--- config.mk ---
export PLATFORM = sky130hd
export DESIGN_NAME = sps_sequencer
export DESIGN_NICKNAME = d
export VERILOG_FILES = /design/src/sps_pkg.sv /design/src/sps_glitch_filter.sv /design/src/sps_sequencer.sv
export SDC_FILE = /design/constraint.sdc
export NUM_CORES = 1
export LEC_CHECK = 0
export ABC_AREA = 1
export BUFFER_PORTS_ARGS = -buffer_cell sky130_fd_sc_hd__buf_4
export CORE_ASPECT_RATIO = 0.5
export CORE_MARGIN = 2
export CORE_UTILIZATION = 56
export DETAILED_ROUTE_END_ITERATION = 16
export PLACE_DENSITY = 0.73
export SYNTH_ARGS = -nofsm -noshare
export SYNTH_HDL_FRONTEND = slang
export SYNTH_SLANG_ARGS = --single-unit
--- constraint.sdc ---
create_clock -name CLK -period 3 [get_ports CLK]
set_input_delay 0.3 -clock CLK [delete_from_list [all_inputs] [get_ports CLK]]
set_output_delay 0.3 -clock CLK [all_outputs]
set_load 0.02 [all_outputs]
--- src/sps_pkg.sv ---
// Constants and carrier types for the supply power-up sequencer.
// Assumes a single 20 MHz system clock; all inputs synchronous to it.
package sps_pkg;
  // ---------------------------------------------------------------
  // Timing
  // ---------------------------------------------------------------
  localparam int CLK_HZ = 20000000;
  localparam int EN_DLY_MS = 11;
  localparam int MON_WAIT_MS = 10;
  localparam int RST_DLY_MS = 10;
  localparam int GLITCH_MIN_US = 20;
  localparam int GLITCH_MAX_US = 1000;
  localparam int EN_DLY_CYC = EN_DLY_MS * (CLK_HZ / 1000);
  localparam int MON_WAIT_CYC = MON_WAIT_MS * (CLK_HZ / 1000);
  localparam int RST_DLY_CYC = RST_DLY_MS * (CLK_HZ / 1000);
  // Filter window set to the least suppression time, rounded up
  localparam int GLITCH_CYC = (GLITCH_MIN_US * (CLK_HZ / 1000) + 999) / 1000;
  localparam int GLITCH_MAX_CYC = GLITCH_MAX_US * (CLK_HZ / 1000) / 1000;
  localparam int NUM_MON = 4;
  localparam int MON_MAIN = 3;
  // ---------------------------------------------------------------
  // Reset values
  // ---------------------------------------------------------------
  localparam logic ENABLE_RST = 1'b0;
  localparam logic SYS_RESET_N_RST = 1'b0;

  typedef struct packed {
    logic core;
    logic mid;
    logic io;
  } sps_rails_type;

  typedef enum logic [2:0] {
    SPS_OFF, SPS_EN_DLY, SPS_CORE_WAIT, SPS_MID_WAIT, SPS_IO_WAIT,
    SPS_RST_WAIT, SPS_ON, SPS_FAIL
  } sps_state_type;
endpackage

--- src/sps_glitch_filter.sv ---
// Glitch filter for one supervisor comparator or request level.
// Assumes the input is already synchronous to CLK.
`timescale 1ns/100ps
module sps_glitch_filter #(
  parameter int FILT_CYC = 400
) (
  input wire logic clk,
  input wire logic rst,
  input wire logic ce,
  input wire logic raw,
  input wire logic init,
  output logic filt
);
  localparam int CW = $clog2(FILT_CYC + 1);
  logic [CW-1:0] cnt_reg;
  logic [CW-1:0] cnt_next;
  logic filt_reg;
  logic filt_next;

  if (FILT_CYC < 1) begin : g_bad_filt
    $error("FILT_CYC must be at least one");
  end

  // Output follows the input only after it held steady FILT_CYC cycles
  always_comb begin
    cnt_next = cnt_reg;
    filt_next = filt_reg;
    if (raw == filt_reg) begin
      cnt_next = '0;
    end else if (cnt_reg == CW'(FILT_CYC - 1)) begin
      cnt_next = '0;
      filt_next = raw;
    end else begin
      cnt_next = cnt_reg + 1'b1;
    end
  end

  always_ff @(posedge clk) begin
    if (rst) begin
      cnt_reg <= '0;
      filt_reg <= init;
    end else if (ce) begin
      cnt_reg <= cnt_next;
      filt_reg <= filt_next;
    end
  end

  assign filt = filt_reg;
endmodule

--- src/sps_sequencer.sv ---
// Power-up sequencer and supply supervisor: top module.
// Assumes comparator outputs (rail good, main good) arrive synchronous.
//
// What this block does
// - Core rail enable rises 11 ms after a request rising edge.
// - Core rail monitor is sampled a full 10 ms after its enable.
// - Mid rail monitor is sampled a full 10 ms after its enable.
// - I/O rail monitor is sampled a full 10 ms after its enable.
// - Reset output is released 10 ms after the I/O test passes.
// - A failed test holds reset asserted and stops the sequence.
// - Rail monitor dips shorter than the glitch window are ignored.
// - Rail monitor trip and hysteresis come from the analog comparators.
// - Main supply crossings shorter than the window are ignored.
// - A low request is a host request to power down.
`timescale 1ns/100ps
module sps_sequencer #(
  parameter int EN_DLY_CYC = sps_pkg::EN_DLY_CYC,
  parameter int MON_WAIT_CYC = sps_pkg::MON_WAIT_CYC,
  parameter int RST_DLY_CYC = sps_pkg::RST_DLY_CYC,
  parameter int GLITCH_CYC = sps_pkg::GLITCH_CYC
) (
  input wire logic CLK,
  input wire logic SYS_RST,
  input wire logic CE,
  input wire logic PROJECTOR_POWER_REQUEST,
  input wire logic CORE_RAIL_GOOD,
  input wire logic MID_RAIL_GOOD,
  input wire logic IO_RAIL_GOOD,
  input wire logic MAIN_INPUT_SUPPLY_GOOD,
  output logic CORE_RAIL_ENABLE,
  output logic MID_RAIL_ENABLE,
  output logic IO_RAIL_ENABLE,
  output logic SYSTEM_RESET_N,
  output logic SEQUENCE_FAIL,
  output logic POWER_DOWN_REQUEST,
  output logic MAIN_SUPPLY_LOW
);
  localparam int MAXC = (EN_DLY_CYC > MON_WAIT_CYC) ? EN_DLY_CYC
                                                    : MON_WAIT_CYC;
  localparam int TW = $clog2(MAXC + RST_DLY_CYC + 1);

  if (EN_DLY_CYC <= GLITCH_CYC || MON_WAIT_CYC < 1 ||
      RST_DLY_CYC < 1) begin : g_bad_timing
    $error("Sequencer timing parameters out of range");
  end

  // ---------------------------------------------------------------
  // Input filters
  // ---------------------------------------------------------------
  logic [sps_pkg::NUM_MON-1:0] mon_raw;
  logic [sps_pkg::NUM_MON-1:0] mon_ok;
  logic req_filt;

  // Comparators give a falling trip and 2% hysteresis in the analog
  // front end; the digital side only sees the resulting level.
  assign mon_raw = {MAIN_INPUT_SUPPLY_GOOD, IO_RAIL_GOOD, MID_RAIL_GOOD,
                    CORE_RAIL_GOOD};

  genvar gi;
  generate
    for (gi = 0; gi < sps_pkg::NUM_MON; gi++) begin : g_mon
      sps_glitch_filter #(
        .FILT_CYC(GLITCH_CYC)
      ) u_filt (
        .clk(CLK),
        .rst(SYS_RST),
        .ce(CE),
        .raw(mon_raw[gi]),
        .init(1'b0),
        .filt(mon_ok[gi])
      );
    end
  endgenerate

  // Request filter time is part of the 11 ms enable delay
  sps_glitch_filter #(
    .FILT_CYC(GLITCH_CYC)
  ) u_req (
    .clk(CLK),
    .rst(SYS_RST),
    .ce(CE),
    .raw(PROJECTOR_POWER_REQUEST),
    .init(1'b0),
    .filt(req_filt)
  );

  // ---------------------------------------------------------------
  // Sequencer
  // ---------------------------------------------------------------
  sps_pkg::sps_state_type state_reg;
  sps_pkg::sps_state_type state_next;
  logic [TW-1:0] tmr_reg;
  logic [TW-1:0] tmr_next;
  sps_pkg::sps_rails_type rails_reg;
  sps_pkg::sps_rails_type rails_next;
  logic rst_n_reg;
  logic rst_n_next;
  logic fail_reg;
  logic fail_next;
  logic req_d_reg;
  logic pdn_reg;
  logic pdn_next;
  logic main_low_reg;
  logic tmr_done;

  assign tmr_done = (tmr_reg == '0);

  always_comb begin
    state_next = state_reg;
    tmr_next = tmr_done ? tmr_reg : tmr_reg - 1'b1;
    rails_next = rails_reg;
    rst_n_next = rst_n_reg;
    fail_next = fail_reg;
    pdn_next = req_d_reg & ~req_filt;
    if (!req_filt) begin
      // Power-down: drop reset and all enables; failure latch cleared so
      // the host can restart from the beginning
      state_next = sps_pkg::SPS_OFF;
      rails_next = '0;
      rst_n_next = 1'b0;
      fail_next = 1'b0;
    end else begin
      unique case (state_reg)
        sps_pkg::SPS_OFF: begin
          if (!req_d_reg) begin
            state_next = sps_pkg::SPS_EN_DLY;
            tmr_next = TW'(EN_DLY_CYC - GLITCH_CYC - 1);
          end
        end
        sps_pkg::SPS_EN_DLY: begin
          if (tmr_done) begin
            rails_next.core = 1'b1;
            state_next = sps_pkg::SPS_CORE_WAIT;
            tmr_next = TW'(MON_WAIT_CYC - 1);
          end
        end
        sps_pkg::SPS_CORE_WAIT: begin
          if (tmr_done) begin
            if (mon_ok[0]) begin
              rails_next.mid = 1'b1;
              state_next = sps_pkg::SPS_MID_WAIT;
              tmr_next = TW'(MON_WAIT_CYC - 1);
            end else begin
              state_next = sps_pkg::SPS_FAIL;
            end
          end
        end
        sps_pkg::SPS_MID_WAIT: begin
          if (tmr_done) begin
            if (mon_ok[1]) begin
              rails_next.io = 1'b1;
              state_next = sps_pkg::SPS_IO_WAIT;
              tmr_next = TW'(MON_WAIT_CYC - 1);
            end else begin
              state_next = sps_pkg::SPS_FAIL;
            end
          end
        end
        sps_pkg::SPS_IO_WAIT: begin
          if (tmr_done) begin
            if (mon_ok[2]) begin
              state_next = sps_pkg::SPS_RST_WAIT;
              tmr_next = TW'(RST_DLY_CYC - 1);
            end else begin
              state_next = sps_pkg::SPS_FAIL;
            end
          end
        end
        sps_pkg::SPS_RST_WAIT: begin
          if (tmr_done) begin
            rst_n_next = 1'b1;
            state_next = sps_pkg::SPS_ON;
          end
        end
        sps_pkg::SPS_ON: begin
          // A filtered dip on any rail forces reset again
          if (mon_ok[2:0] != 3'h7) begin
            rst_n_next = 1'b0;
            state_next = sps_pkg::SPS_FAIL;
          end
        end
        sps_pkg::SPS_FAIL: begin
          // Hold here with reset asserted until the request drops
          fail_next = 1'b1;
          rst_n_next = 1'b0;
        end
      endcase
    end
  end

  always_ff @(posedge CLK) begin
    if (SYS_RST) begin
      state_reg <= sps_pkg::SPS_OFF;
      tmr_reg <= '0;
      rails_reg <= {3{sps_pkg::ENABLE_RST}};
      rst_n_reg <= sps_pkg::SYS_RESET_N_RST;
      fail_reg <= 1'b0;
      req_d_reg <= 1'b0;
      pdn_reg <= 1'b0;
      main_low_reg <= 1'b0;
    end else if (CE) begin
      state_reg <= state_next;
      tmr_reg <= tmr_next;
      rails_reg <= rails_next;
      rst_n_reg <= rst_n_next;
      fail_reg <= fail_next;
      req_d_reg <= req_filt;
      pdn_reg <= pdn_next;
      main_low_reg <= ~mon_ok[sps_pkg::MON_MAIN];
    end
  end

  assign CORE_RAIL_ENABLE = rails_reg.core;
  assign MID_RAIL_ENABLE = rails_reg.mid;
  assign IO_RAIL_ENABLE = rails_reg.io;
  assign SYSTEM_RESET_N = rst_n_reg;
  assign SEQUENCE_FAIL = fail_reg;
  assign POWER_DOWN_REQUEST = pdn_reg;
  assign MAIN_SUPPLY_LOW = main_low_reg;
endmodule

### Word level (Yosys, flattened, before mapping)

Index checks and enable logic that the tools add are counted.

* $add $sub $neg: 6
* multiply operators: 0
* divide/modulo/power cells: 0
* $lt $le $gt $ge: 0
* eq/ne operators: 34
* shift operators: 0
* multiplexer cells: 47
* bitwise logic cells: 8
* reduce and logical (&&, ||, !) cells: 13

Operator list (count)
* $mux 19: 10
* $pmux 19 s5: 1
* $mux 9: 10
* $add 9x1->9 const B: 5
* $eq 9x9->1 const B: 5
* $mux 3: 10
* $ne 3x3->1 const B: 8
* $pmux 3 s7: 1
* $logic_not 19->1: 1
* $sub 19x1->19 const B: 1
* $reduce_and 3->1: 6
* $ne 2x2->1 const B: 7
* $eq 3x3->1 const B: 4
* $mux 1: 12
* $reduce_and 4->1: 3
* $reduce_and 9->1: 1
* $ne 8x8->1 const B: 1
* $not 1->1: 7
* $eq 3x2->1 const B: 2
* $eq 1x1->1: 5
* $mux 2: 2
* $ne 4x4->1 const B: 1
* $eq 3x1->1 const B: 1
* $logic_not 3->1: 1
* 3 further kinds: 3

* flip-flop bits (word level): 80
* bits in latches: 0
* memory bits (writable): 0
* bits in read-only memories: 0
* bits of input ports: 8
* output and inout bits: 7
* logic and storage cells: 128
* memories: 0

### Logic depth before layout (Yosys ltp)

* depth in word-level cells: 6
* mapped depth: 17
* depth with buffers taken out: 16

### By module

From an unflattened synthesis, not the netlist that was laid out.

* cell total of the unflattened synthesis: 799
* area, all modules: 5054.8 µm²

By module, submodules not included
* sps_glitch_filter: times used 5, cells an instance 94, area an instance 583.1 µm², seq. area each 210.2 µm²
* sps_sequencer: times used 1, cells an instance 329, area an instance 2139.6 µm², seq. area each 600.6 µm²

### Worst setup path after synthesis

Ideal clock, no wire load.

* kind: reg-to-reg
* start point: register tmr_reg[0]
* end point: register tmr_reg[0]
* library setup time: 0.067 ns
* arrival: 2.036 ns
* required time: 2.933 ns
* setup slack: 0.896 ns
* stages on the path, launching flop included: 18
* path buffers: 1
* clock period less this slack: 2.104 ns
* path through: dfxtp_1 -> inv_1 -> ha_1 -> inv_1 -> nor2_1 -> nand2_1 -> nor2_4 -> nand3_4 -> buf_6 -> ha_1 -> inv_1 -> nor3_1 -> nor2_1 -> nand2_1 -> nand2_1 -> nand2_1 -> nand2_1 -> a21oi_2

* cells in the longest elaborated chain, start to end: 6
* elaborated cells between the ends (all ways): 13
* those cells by class: add/sub (1); mux (11); reduce/logical (1)

RTL lines
* from (decl): RTL line sps_sequencer.sv:92 `logic [TW-1:0] tmr_reg;`
* from (signal assigned): RTL line sps_sequencer.sv:203 `tmr_reg <= tmr_next;`
* $sub 19x1->19 / $logic_not 19->1 (equally long branches): RTL line sps_sequencer.sv:110, sps_sequencer.sv:106
* $mux 19: RTL line sps_sequencer.sv:110 `tmr_next = tmr_done ? tmr_reg : tmr_reg - 1'b1;`
* $mux 19, on equally long branches: RTL line sps_sequencer.sv:161, sps_sequencer.sv:139, sps_sequencer.sv:150
* $mux 19, on equally long branches: RTL line sps_sequencer.sv:160, sps_sequencer.sv:138, sps_sequencer.sv:149
* $pmux 19 s5: RTL line sps_sequencer.sv:123 `unique case (state_reg)`
* $mux 19 *: RTL line sps_sequencer.sv:115 `if (!req_filt) begin`

Mark *: on every way between the ends. The rest lies on a longest branch, timed or not.
A chain may end at the register's enable or synchronous reset.

### Worst setup path in the final report

Ends and elaborated chain as after synthesis.

==> results.py <==
metrics = {
    "run_status": {
        "status": "completed",
    },
    "power": {
        "internal_power_uw": 1880,
        "cellPowerDensity_mw_per_mm2": 545,
        "pwr_total_uw": 2780,
        "seq_power_share_pct": 42.1,
        "switching_share_pct": 32.3,
        "power.switching_uw": 898,
        "share_clk_of_total_power_pct": 35.6,
        "irDropWorstVdd_v": 0.000304,
        "logic_pwr_share_pct": 22.3,
        "p_leak_uw": 0.00210,
    },
    "finish": {
        "post-route-cell-area_mm2": 0.00510,
        "filler_cell_count": 731,
        "layout.cells.most_common": "sky130_fd_sc_hd__nand2_1",
        "sequential_cell_area_mm2": 0.00160,
        "antenna_cells": 0,
        "area_growth_syn_to_layout_pct": 9.07,
        "finalNetCount": 734,
        "layout_cells_sized_above_1_pct": 9.56,
        "largest_reg_flops": 36,
        "most-common-layout-cells": "sky130_fd_sc_hd__nand2_1, sky130_fd_sc_hd__dfxtp_1, sky130_fd_sc_hd__inv_1",
        "area_occupied_by_multi_input_gates_mm2": 0.00265,
    },
    "floorplanning": {
        "rows": 23,
        "die_area_mm2": 0.00914,
        "io-pin-count": 15,
        "die_x_um": 133,
        "core_area_mm2": 0.00806,
        "initial_utilization_pct": 58.0,
        "die_h_um": 68.6,
    },
    "clocking": {
        "cts_inserted_buffers": 9,
        "cts_tree": "yes",
        "cts.path.max_buffers": 2,
        "clk-insertion-delay-late_ps": 340,
        "numClockSinks": 80,
        "clock_tree.root_cell": "sky130_fd_sc_hd__clkbuf_16",
        "postCtsResizedCells": 0,
        "cts_setup_buffers": 0,
        "cts_hold_buffers": 0,
        "htree_num_levels": 3,
        "path_clk_slew_ps": 60,
    },
    "timing": {
        "setup_tns_ps": 0,
        "rsz0062_at_grt": "false",
        "fin_worst_skew_ps": 6.16,
        "maxSlewViolCount": 0,
        "timing_worst_slew_pin_value_ps": 751,
        "slew_headroom_pct": 49.8,
        "maxClockFrequency_ghz": 0.432,
        "final_worst_path_cycle_share_pct": 77.1,
        "worst_hold_slack_ps": 241,
        "finalHoldViolCount": 0,
        "final-setup-viol-count": 0,
        "finalCriticalPeriod_ps": 2310,
        "layout_setup_ws_ps": 687,
    },
    "synth": {
        "async_set_reset_flop_share_out_of_synthesis_pct": 0,
        "yosys-mux-area-fraction_pct": 0,
        "synth_seq_cells": 80,
        "synth-warning-count": 0,
        "synth_top_cells_by_area": "sky130_fd_sc_hd__dfxtp_1, sky130_fd_sc_hd__nand2_1, sky130_fd_sc_hd__a21oi_1, sky130_fd_sc_hd__inv_1, sky130_fd_sc_hd__nor2_1",
        "synth_largest_type_area_fraction_pct": 34.2,
        "postSynthCellCount": 711,
        "synth_flop_cell": "sky130_fd_sc_hd__dfxtp_1",
        "ys_types": 43,
        "mappedNetlistNets": 727,
        "synth_compound_gate_area_share_pct": 14.7,
        "synth-edff-count": 0,
        "synth.largest_area_cell": "sky130_fd_sc_hd__dfxtp_1",
        "mappedNetlistArea_mm2": 0.00468,
        "synthXorXnorAreaFrac_pct": 1.50,
        "post_synth_and_or_nand_nor_area_fraction_pct": 38.3,
        "syn-mean-instance-area_um2": 6.58,
        "synth_top_family_by_area": "simple AND/OR/NAND/NOR gates",
        "adder_cell_share_of_the_synthesized_area_pct": 2.14,
        "ys_seq_area_share_pct": 34.2,
    },
    "global_route": {
        "grt_overflow_total": 0,
        "global_route.peak_usage_layer": "met2",
        "first_global_vias": 3968,
        "initial_antenna_violation_count": 0,
        "global_route_wire_length_before_repair_um": 17500,
        "grt_use_met1_pct": 30.0,
        "track_usage_pct": 23.8,
        "largest_net_degree_at_the_start_of_global_routing": 43,
        "gr-usage-met3_pct": 5.63,
        "global_route.usage.met2_pct": 40.7,
    },
    "placement": {
        "gpl.final_weighted_congestion": 0.902,
        "placedInstanceArea_mm2": 0.00484,
        "setup_ws_pre_cts_ps": 745,
        "numPortBuffers": 14,
        "dpl.hpwl_um": 7130,
    },
    "route": {
        "antenna_violating_nets_post_route": 0,
        "drt-total-wl_um": 10400,
        "drt-initial-drc-count": 262,
        "via_to_cell_ratio": 5.38,
        "drt_drc_violations_left": 0,
        "drt-pass1-iter-count": 5,
        "wl_per_cell_um": 12.5,
        "route.vias.total": 4487,
    },
    "worst_setup_path": {
        "path_max_fanout": 18,
        "cp_common_cell": "sky130_fd_sc_hd__nand2_1",
        "worst_path_slowest_cell": "sky130_fd_sc_hd__dfxtp_1",
        "cp_data_required_time_ps": 3270,
        "worst-setup-path-type": "reg -> reg",
        "critical_path.endpoint_type": "flip-flop",
        "timing.rr.start": "tmr_reg[0]",
        "setup.worst_path.start_class": "flip-flop",
        "timing.critical_path.slowest_cell_delay_ps": 380,
        "critical_path.startpoint": "tmr_reg[0]",
        "crit_path_cell_trace": "inv_1 > ha_1 > inv_1 > nor2_1 > nand2_1 > nor2_4 > nand3_4 > ha_1 > inv_1 > nor3_1 > nor2_1 > nand2_1 > nand2_1 > nand2_1 > nand2_1 > a21oi_2",
        "worstPathArrival_ps": 2580,
    },
    "min_path": {
        "min-delay-path-class": "in -> reg",
        "hold_path_startpoint": "MID_RAIL_GOOD",
    },
    "run": {
        "max_cap_violations": 0,
    },
}
## power groups by stage
| stage | logic, uW | registers (uW) | clock network [uW] |
|---|---|---|---|
| finish | 619 | 1170 | 990 |
| global route | 708 | 1180 | 1050 |
| CTS | 613 | 1170 | 1020 |
| detailed placement | 609 | 1190 | 0 |
| global placement | 604 | 1190 | 0 |
| floorplan | 506 | 1180 | 0 |
## synth_stat cells, drive strengths merged, types with 6 or more instances
cell,number
nor3,20
clkbuf,10
ha,8
nor3b,6
nand4,25
inv,82
nand2,186
a21oi,67
o21ai,37
nand3,54
dfxtp,80
a211oi,7
buf,12
nor2,83
## area by class of cell
type | count | area share, %
Sequential cell | 80 | 31.4
Inverter | 83 | 6.11
Clock inverter | 5 | 0.687
Multi-Input combinational cell | 526 | 51.9
Clock buffer | 10 | 4.49
Tap cell | 112 | 2.75
Timing Repair Buffer | 18 | 2.65
## stage by stage
| stage | utilization [%] | instances |
|---|---|---|
| CTS | 63.3 | 834 |
| global route | 63.3 | 834 |
| detailed placement | 60.0 | 819 |
| global placement | 60.0 | 819 |
| finish | 63.3 | 834 |
| floorplan | - | 711 |
## logic make-up (layout without fill, tap and decap cells)
family                   count (synthesis)  after routing
AND/OR/NAND/NOR                        386            386
AO/OA/AOI/OAI                          124            124
buffers and inverters                  105            116
flip-flops                              80             80
adder cells (fa/ha/maj)                  8              8
XOR/XNOR                                 8              8
## worst max-delay path, delay by kind of cell (launching register included)
kind,cells,cell delay (ps)
compound gates,1,100
simple gates,10,970
flops,1,380
fa+ha+maj,2,530
buf+inv,3,250
## routing by layer
metal  part of all wire, %  wire (um)
met1                    50       5180
met2                    45       4700
met3                   4.0        417
met4                   1.0        104
met5                     0          0
## path summary, 6_finish.rpt
check	endpoint	slack (ps)	cells past startpoint
worst min register to register	CORE_RAIL_ENABLE	450	2
worst min-delay path	g_mon[1].u_filt.filt	240	2
worst max register to register	tmr_reg[0]	690	16
worst max-delay path	tmr_reg[0]	690	16
No activity file was read; power rests on OpenSTA's default activity.
